$ cat config.mk
export PLATFORM = sky130hd
export DESIGN_NAME = alc_adaptive_logic_cell
export DESIGN_NICKNAME = d
export VERILOG_FILES = /design/src/core/alc_pkg.sv /design/src/core/alc_adaptive_logic_cell.sv
export VERILOG_INCLUDE_DIRS = /design/src /design/src/core
export SDC_FILE = /design/constraint.sdc
export NUM_CORES = 1
export LEC_CHECK = 0
export ABC_CLOCK_PERIOD_IN_PS = 6000
export BUFFER_PORTS_ARGS = -buffer_cell sky130_fd_sc_hd__buf_2
export CELL_PAD_IN_SITES_DETAIL_PLACEMENT = 2
export CELL_PAD_IN_SITES_GLOBAL_PLACEMENT = 2
export CORE_MARGIN = 3
export CORE_UTILIZATION = 40
export DETAILED_ROUTE_END_ITERATION = 8
export PLACE_DENSITY = 0.87
export SETUP_SLACK_MARGIN = 0.3
export SLEW_MARGIN = 40
export SYNTH_ARGS = -nofsm -noshare
export SYNTH_HDL_FRONTEND = slang
export SYNTH_SLANG_ARGS = --single-unit
$ cat constraint.sdc
create_clock -name hclk -period 6 [get_ports hclk]
set_input_delay 1.2 -clock hclk [delete_from_list [all_inputs] [get_ports hclk]]
set_output_delay 1.2 -clock hclk [all_outputs]
set_load 0.01 [all_outputs]
$ cat src/core/alc_regs.svh
// Purpose: register offsets, write masks and reset values of the logic cell
// Assumes: one aligned 32-bit word per register
// Notes:   field layout of the configuration word is the package's alc_cfg_s
`ifndef ALC_REGS_SVH
`define ALC_REGS_SVH

`define ALC_CFG_OFS      8'h00
`define ALC_STAT_OFS     8'h04
`define ALC_MASK0_LO_OFS 8'h08
`define ALC_MASK0_HI_OFS 8'h0c
`define ALC_MASK1_LO_OFS 8'h10
`define ALC_MASK1_HI_OFS 8'h14

`define ALC_CFG_RST      32'h0000_0000
`define ALC_CFG_WMASK    32'h0001_ffff
`define ALC_MASK_RST     64'h0000_0000_0000_0000

`define ALC_ST_Q0        0
`define ALC_ST_Q1        1
`define ALC_ST_COMB0     2
`define ALC_ST_COMB1     3
`define ALC_ST_COUT      4
`define ALC_ST_SOUT      5

`define ALC_HSIZE_WORD   3'h2

`endif

$ cat src/core/alc_pkg.sv
// Purpose: types shared by the logic cell and its bench
// Assumes: nothing beyond the register header
// Notes:   struct layouts fix the field positions of the configuration word
package alc_pkg;

    typedef enum logic [1:0] {
        ALC_NORMAL   = 2'b00,
        ALC_EXTENDED = 2'b01,
        ALC_ARITH    = 2'b10,
        ALC_SHARED   = 2'b11
    } alc_mode_e;

    typedef enum logic [1:0] {
        ALC_D_LOOKUP = 2'b00,
        ALC_D_PACK   = 2'b01,
        ALC_D_CHAIN  = 2'b10,
        ALC_D_HOLD   = 2'b11
    } alc_dsel_e;

    typedef struct packed {
        logic [14:0] rsvd;
        logic        ob1;
        logic        oa1;
        logic        ob0;
        logic        oa0;
        logic        csel1;
        logic        csel0;
        logic        esel1;
        logic        esel0;
        alc_dsel_e   dsel1;
        alc_dsel_e   dsel0;
        logic        fb1;
        logic        fb0;
        logic        aload_used;
        alc_mode_e   mode;
    } alc_cfg_s;

    typedef struct packed {
        logic clear_first;
        logic clear_second;
        logic aload;
        logic sclr;
        logic sload;
        logic cluster_clock_enable_first;
        logic cluster_clock_enable_second;
    } alc_ctl_s;

    typedef struct packed {
        logic in_a;
        logic in_b;
        logic in_c;
        logic in_d;
        logic upper_private_input_e;
        logic upper_private_input_f;
        logic lower_private_input_e;
        logic lower_private_input_f;
    } alc_din_s;

    typedef struct packed {
        logic top_route_a;
        logic top_route_b;
        logic top_local;
        logic bot_route_a;
        logic bot_route_b;
        logic bot_local;
    } alc_dout_s;

    typedef struct packed {
        alc_cfg_s    cfg;
        logic [63:0] mask0;
        logic [63:0] mask1;
        logic [1:0]  q;
        logic        pend;
        logic        pwr;
        logic [7:0]  paddr;
        logic [31:0] rdata;
    } alc_state_s;

endpackage : alc_pkg

$ cat src/core/alc_adaptive_logic_cell.sv
// Purpose: one adaptive logic cell with two split lookup halves and two cell registers
// Assumes: configuration and lookup masks written over ahb-lite before the cell is used
// Notes:   asynchronous cluster controls act on the outputs at once and on the state at the next edge
//
// Added by the designer: the register addresses and the AHB-Lite register port.
module alc_adaptive_logic_cell
    import alc_pkg::*;
#(
    parameter int HALVES = 2
) (
    // clock and reset
    input  wire logic        hclk,
    input  wire logic        hresetn,
    // ahb-lite slave
    input  wire logic        hsel,
    input  wire logic [31:0] haddr,
    input  wire logic [1:0]  htrans,
    input  wire logic        hwrite,
    input  wire logic [2:0]  hsize,
    input  wire logic [31:0] hwdata,
    input  wire logic        hready,
    output logic             hreadyout,
    output logic      [31:0] hrdata,
    output logic             hresp,
    // cluster-wide controls
    input  wire alc_ctl_s    cluster_ctl,
    // cell inputs
    input  wire alc_din_s    cell_in,
    input  wire logic        carry_in,
    input  wire logic        share_in,
    input  wire logic        chain_in,
    // cell outputs
    output alc_dout_s        cell_out,
    output logic             carry_out,
    output logic             share_out,
    output logic             chain_out
);

`include "alc_regs.svh"

    if (HALVES != 2) begin : g_bad_halves
        $error("alc_adaptive_logic_cell: HALVES must be 2");
    end

    alc_state_s  st_r;
    alc_state_s  st_nxt;
    alc_mode_e   mode;
    logic [3:0]  abcd;
    logic [1:0]  e_in;
    logic [1:0]  f_in;
    logic [1:0]  f_lut;
    logic [1:0]  fb;
    logic [1:0]  csel;
    logic [1:0]  esel;
    logic [1:0]  off;
    logic [1:0]  lut6;
    logic [1:0]  lut5;
    logic [1:0]  x_l;
    logic [1:0]  y_l;
    logic [1:0]  aclr;
    logic [1:0]  ena;
    logic [1:0]  q_vis;
    logic [1:0]  comb;
    logic [1:0]  pack;
    logic [1:0]  chain;
    logic [1:0]  d_in;
    logic [1:0]  sel_o_a;
    logic [1:0]  sel_o_b;
    logic [1:0]  add0;
    logic [1:0]  add1;
    logic        op0;
    logic        op1;
    logic [63:0] mask [HALVES];

    assign mode  = st_r.cfg.mode;
    assign abcd  = {cell_in.in_d, cell_in.in_c, cell_in.in_b, cell_in.in_a};
    assign e_in  = {cell_in.lower_private_input_e, cell_in.upper_private_input_e};
    assign f_in  = {cell_in.lower_private_input_f, cell_in.upper_private_input_f};
    assign fb    = {st_r.cfg.fb1, st_r.cfg.fb0};
    assign csel  = {st_r.cfg.csel1, st_r.cfg.csel0};
    assign esel  = {st_r.cfg.esel1, st_r.cfg.esel0};
    assign off   = {mode == ALC_EXTENDED, 1'b0};
    assign mask[0] = st_r.mask0;
    assign mask[1] = st_r.mask1;
    assign sel_o_a = {st_r.cfg.oa1, st_r.cfg.oa0};
    assign sel_o_b = {st_r.cfg.ob1, st_r.cfg.ob0};

    // half 0 owns the upper pair, first register and top outputs
    for (genvar h = 0; h < HALVES; h++) begin : g_half
        // own register replaces the private f input when fed back
        assign f_lut[h] = fb[h] ? q_vis[h] : f_in[h];
        // shared a..d plus the private pair of this half
        assign lut6[h]  = mask[h][{f_lut[h], e_in[h], abcd}];
        assign lut5[h]  = mask[h][{1'b0, e_in[h], abcd}];
        assign x_l[h]   = mask[h][{2'b00, abcd}];
        assign y_l[h]   = mask[h][{2'b01, f_lut[h], e_in[h], cell_in.in_b, cell_in.in_a}];
        assign aclr[h]  = csel[h] ? cluster_ctl.clear_second : cluster_ctl.clear_first;
        // first enable withdrawn while asynchronous load is in use
        assign ena[h]   = (!esel[h] && st_r.cfg.aload_used) ? 1'b1
                        : esel[h] ? cluster_ctl.cluster_clock_enable_second
                        : cluster_ctl.cluster_clock_enable_first;
        assign q_vis[h] = (aclr[h] || off[h]) ? 1'b0
                        : cluster_ctl.aload ? e_in[h] : st_r.q[h];
    end

    // two-stage adder: carry in to adder0, adder0 carry to adder1
    assign op0  = (mode == ALC_SHARED) ? share_in : y_l[0];
    assign op1  = (mode == ALC_SHARED) ? y_l[0] : y_l[1];
    assign add0 = {1'b0, x_l[0]} + {1'b0, op0} + {1'b0, carry_in};
    assign add1 = {1'b0, x_l[1]} + {1'b0, op1} + {1'b0, add0[1]};

    always_comb begin
        comb = 2'b00;
        case (mode)
            ALC_NORMAL: begin
                comb = lut6;
            end
            ALC_EXTENDED: begin
                // seven inputs: a..d, both e inputs, upper f selects
                comb[0] = cell_in.upper_private_input_f ? lut5[1] : lut5[0];
                comb[1] = 1'b0;
            end
            ALC_ARITH, ALC_SHARED: begin
                comb = {add1[0], add0[0]};
            end
            default: begin
                comb = 2'b00;
            end
        endcase
    end

    // packing sources: the free private f input of each half
    assign pack[0]  = (mode == ALC_EXTENDED) ? cell_in.lower_private_input_f
                    : cell_in.upper_private_input_f;
    // lower f packs while a six-input result on it leaves unregistered
    assign pack[1]  = cell_in.lower_private_input_f;
    assign chain[0] = chain_in;
    assign chain[1] = q_vis[0];

    always_comb begin
        for (int h = 0; h < 2; h++) begin
            case (h == 0 ? st_r.cfg.dsel0 : st_r.cfg.dsel1)
                ALC_D_LOOKUP: d_in[h] = comb[h];
                ALC_D_PACK:   d_in[h] = pack[h];
                ALC_D_CHAIN:  d_in[h] = chain[h];
                default:      d_in[h] = st_r.q[h];
            endcase
        end
    end

    always_comb begin
        logic [7:0] ra;
        ra = 8'h00;
        st_nxt = st_r;
        // cell registers, asynchronous controls first
        for (int h = 0; h < 2; h++) begin
            if (off[h]) begin
                st_nxt.q[h] = 1'b0;
            end else if (aclr[h]) begin
                st_nxt.q[h] = 1'b0;
            end else if (cluster_ctl.aload) begin
                st_nxt.q[h] = e_in[h];
            end else if (!ena[h]) begin
                st_nxt.q[h] = st_r.q[h];
            end else if (cluster_ctl.sclr) begin
                st_nxt.q[h] = 1'b0;
            end else if (cluster_ctl.sload) begin
                st_nxt.q[h] = e_in[h];
            end else begin
                st_nxt.q[h] = d_in[h];
            end
        end
        // data phase of a write; settings are meant to be static while clocked
        if (st_r.pend && st_r.pwr) begin
            if (st_r.paddr == `ALC_CFG_OFS) begin
                st_nxt.cfg = alc_cfg_s'(hwdata & `ALC_CFG_WMASK);
            end else if (st_r.paddr == `ALC_MASK0_LO_OFS) begin
                st_nxt.mask0[31:0] = hwdata;
            end else if (st_r.paddr == `ALC_MASK0_HI_OFS) begin
                st_nxt.mask0[63:32] = hwdata;
            end else if (st_r.paddr == `ALC_MASK1_LO_OFS) begin
                st_nxt.mask1[31:0] = hwdata;
            end else if (st_r.paddr == `ALC_MASK1_HI_OFS) begin
                st_nxt.mask1[63:32] = hwdata;
            end
        end
        // address phase: only whole-word transfers are taken
        st_nxt.pend  = hsel && htrans[1] && hready && (hsize == `ALC_HSIZE_WORD);
        st_nxt.pwr   = hwrite;
        st_nxt.paddr = haddr[7:0];
        ra = haddr[7:0];
        if (st_nxt.pend && !hwrite) begin
            if (ra == `ALC_CFG_OFS) begin
                st_nxt.rdata = st_nxt.cfg;
            end else if (ra == `ALC_STAT_OFS) begin
                st_nxt.rdata = 32'h0000_0000;
                st_nxt.rdata[`ALC_ST_Q0]    = st_nxt.q[0];
                st_nxt.rdata[`ALC_ST_Q1]    = st_nxt.q[1];
                st_nxt.rdata[`ALC_ST_COMB0] = comb[0];
                st_nxt.rdata[`ALC_ST_COMB1] = comb[1];
                st_nxt.rdata[`ALC_ST_COUT]  = add1[1];
                st_nxt.rdata[`ALC_ST_SOUT]  = y_l[1];
            end else if (ra == `ALC_MASK0_LO_OFS) begin
                st_nxt.rdata = st_nxt.mask0[31:0];
            end else if (ra == `ALC_MASK0_HI_OFS) begin
                st_nxt.rdata = st_nxt.mask0[63:32];
            end else if (ra == `ALC_MASK1_LO_OFS) begin
                st_nxt.rdata = st_nxt.mask1[31:0];
            end else if (ra == `ALC_MASK1_HI_OFS) begin
                st_nxt.rdata = st_nxt.mask1[63:32];
            end else begin
                st_nxt.rdata = 32'h0000_0000;
            end
        end
    end

    always_ff @(posedge hclk or negedge hresetn) begin
        if (!hresetn) begin
            st_r.cfg   <= alc_cfg_s'(`ALC_CFG_RST);
            st_r.mask0 <= `ALC_MASK_RST;
            st_r.mask1 <= `ALC_MASK_RST;
            st_r.q     <= 2'b00;
            st_r.pend  <= 1'b0;
            st_r.pwr   <= 1'b0;
            st_r.paddr <= 8'h00;
            st_r.rdata <= 32'h0000_0000;
        end else begin
            st_r <= st_nxt;
        end
    end

    // output sets: a-output also feeds local routing
    assign cell_out.top_route_a = sel_o_a[0] ? q_vis[0] : comb[0];
    assign cell_out.top_route_b = sel_o_b[0] ? q_vis[0] : comb[0];
    assign cell_out.top_local   = cell_out.top_route_a;
    assign cell_out.bot_route_a = sel_o_a[1] ? q_vis[1] : comb[1];
    assign cell_out.bot_route_b = sel_o_b[1] ? q_vis[1] : comb[1];
    assign cell_out.bot_local   = cell_out.bot_route_a;
    assign carry_out = add1[1];
    assign share_out = y_l[1];
    assign chain_out = q_vis[1];
    assign hreadyout = 1'b1;
    assign hresp     = 1'b0;
    assign hrdata    = st_r.rdata;
endmodule : alc_adaptive_logic_cell

==> impl_metrics.json <==
{
  "status": "finished, final reports clean",
  "hold_violations": 0,
  "drtIter0Drc": 848,
  "seqCellArea_sq_um": 5100,
  "layout-drive-gt1-share_pct": 41.4,
  "io_pins": 135,
  "final_cell_mix": "dfrtp_1 (204), mux2_2 (143), buf_2 (105), nand2_1 (49), nor2_1 (39)",
  "setup_tns_ns": 0,
  "maxCapViolCount": 0,
  "clock_skew_ns": 0.0103,
  "final_common_cell": "dfrtp_1",
  "cts_tree": "done",
  "synth_warnings": 0,
  "fin_crit_sh_pct": 92.1,
  "worst_pin_slew_ns": 0.861,
  "syn_area_sq_um": 10500,
  "area_delta_synth_final_pct": 13.0,
  "ys_types": 66,
  "cp_slowest_cell": "mux4_2",
  "power_density_nw_per_um2": 279,
  "htree_num_levels": 1,
  "grt_max_degree": 104,
  "core_area_sq_um": 25500,
  "pwr-share-comb_pct": 11.0,
  "grt_overflow": 0,
  "avgSynthCellArea_sq_um": 12.7,
  "portBuffers": 107,
  "finalNetCount": 976,
  "synth-simple-area-share_pct": 8.47,
  "cts.sink_count": 204,
  "numCtsBuffers": 23,
  "cts_setup_buffers": 0,
  "worstSetupEndpointType": "output pin",
  "die-area_sq_um": 28100,
  "clock.fmax_mhz": 181,
  "synthesis.nets": 920,
  "cp_max_fo": 12,
  "worstPathRequired_ns": 4.80,
  "fp-row-count": 58,
  "min_path_type": "reg2reg",
  "min_period_ns": 5.52,
  "wire_per_inst_um": 31.2,
  "dr.pass1.iters": 6,
  "fin_util_pct": 46.4,
  "p_leak_nw": 5.28,
  "place_congestion": 0.852,
  "ys_async_sr_fraction_pct": 100,
  "start_util_pct": 41.1,
  "hold_ws_ns": 0.483,
  "die_h_um": 168,
  "grt_usage_pct": 26.6,
  "sw_frac_of_total_pct": 25.6,
  "p_int_mw": 2.45,
  "slew_viol_final": 0,
  "grt_pass1_vias": 8726,
  "synth_edf_count": 0,
  "slowest_delay_ns": 0.60,
  "cts_max_path_buffers": 3,
  "dpl.hpwl_mm": 25.2,
  "synth_xor_area_share_pct": 0,
  "multi_input_area_sq_um": 4810,
  "setup.worst_path.start_class": "input port",
  "n_antenna_cell": 0,
  "cp.arrival_ns": 4.32,
  "ant_nets": 0,
  "power_frac_seq_pct": 45.7,
  "root_buffer": "clkbuf_16",
  "setup_violations": 0,
  "synthMuxAreaShare_pct": 26.8,
  "fill_cells": 2440,
  "die_x_um": 168,
  "synth_compound_area_share_pct": 9.78,
  "grt_pass1_wl_mm": 57.7,
  "slew_headroom_pct": 42.6,
  "p_switching_mw": 0.842,
  "vias": 7858,
  "critical_path_class": "in2out",
  "synth_seq_cells": 204,
  "path_buf_inv": 3,
  "drc": 0,
  "routed_wl_mm": 38.1,
  "clkPwrFrac_pct": 43.3,
  "clk_pin_slew_ns": 0.06,
  "vdd_drop_max_mv": 0.175,
  "crit_family": "multiplexers",
  "netlist_instances": 826,
  "seq_area_frac_synth_pct": 48.8,
  "synth_top_family_by_area": "multiplexers",
  "worstSkewPairLatency_ns": 0.51,
  "path_cells": "buf_4 -> mux4_2 -> mux4_2 -> mux2_2 -> fa_1 -> inv_1 -> fa_1 -> nor2b_1 -> a21oi_2 -> o21ai_1 -> buf_2",
  "grt_antenna_before_repair": 2,
  "rsz0062_at_grt": "false",
  "synthAdderAreaFrac_pct": 0.383,
  "ys.flop_type": "dfrtp_1",
  "viasPerCell": 6.43
}
## cell type report
type	instances	share of cell area (%)
Tap cell	330	3.49
Inverter	10	0.318
Clock buffer	32	5.66
Multi-Input combinational cell	517	40.7
Timing Repair Buffer	126	6.05
Sequential cell	204	43.2
Clock inverter	3	0.551
## cells by family (layout without fill, tap and decap cells)
| kind of cell | Yosys count | count (layout) |
|---|---|---|
| simple gates | 170 | 170 |
| compound gates | 134 | 134 |
| fa+ha+maj | 2 | 2 |
| other cells | 2 | 2 |
| mux | 209 | 209 |
| flops | 204 | 204 |
| buf+inv | 105 | 171 |
## registers in the layout, indices dropped and copies added (netlist names)
name,flops
hrdata,32
esel,2
mask,128
mode,2
sel_o_b,2
fb,2
csel,2
sel_o_a,2
st_r,32
## synth_stat cells, types with 5 or more instances
cell type	n	area share, %
buf_6	5	0.54
nand2_1	49	1.8
a221oi_2	6	0.86
nor2b_1	9	0.54
o22a_1	6	0.50
inv_1	10	0.36
o21ai_0	7	0.34
mux2_4	5	0.72
nand2b_1	6	0.36
a31oi_1	24	1.4
mux4_2	36	7.8
mux2_2	143	15
or4_1	5	0.36
a21oi_1	15	0.72
a222oi_1	14	1.3
buf_2	19	0.91
and3_1	5	0.30
nor2_1	39	1.4
nor3_1	6	0.29
clkbuf_1	31	1.1
buf_4	38	2.7
nand3_1	6	0.29
mux2i_1	20	1.9
and2_1	17	1.0
a22oi_1	35	2.5
dfrtp_1	204	49
## worst paths after layout
check,slack [ns],cells past startpoint,to,from
worst min register to register,0.48,1,st_r[190],st_r[190]
worst min-delay path,0.48,1,st_r[190],st_r[190]
worst max register to register,2.49,11,hrdata[1],mode[1]
max in group asynchronous,4.02,3,mask[46],hresetn
min in group asynchronous,0.56,1,st_r[198],hresetn
worst max-delay path,0.48,11,cell_out[1],cell_in[7]
## layer usage
| layer | share of wire, % | track usage (%) | wire, um |
|---|---|---|---|
| met1 | 41 | 36.6 | 15800 |
| met2 | 47 | 42.7 | 18100 |
| met3 | 8.2 | 5.43 | 3120 |
| met4 | 3.0 | 8.22 | 1130 |
| met5 | 0.045 | 0 | 17 |
## what timing repair did
action                     in CTS  in global routing
resized for setup               2                  3
hold buffers                    0                  0
setup endpoints to repair       3                  1
## stage by stage
| stage | std cells | worst slack (ns) | area, sq um | power, mW |
|---|---|---|---|---|
| floorplan | 826 | 0.315 | 10500 | 1.74 |
| global placement | 1186 | 0.362 | 11000 | 1.85 |
| detailed placement | 1186 | 0.165 | 11000 | 1.87 |
| CTS | 1221 | 0.401 | 11800 | 3.30 |
| global route | 1222 | 0.301 | 11800 | 3.40 |
| finish | 1222 | 0.476 | 11800 | 3.29 |
## power groups by stage
stage	clock, mW	sequential (mW)	combinational [mW]
2_1_floorplan	0	1.50	0.242
3_3_place_gp	0	1.52	0.331
3_5_place_dp	0	1.53	0.348
4_1_cts	1.44	1.50	0.357
5_1_grt	1.50	1.51	0.392
6_report	1.42	1.51	0.362
Note: power is estimated with default switching activity, not from simulation.
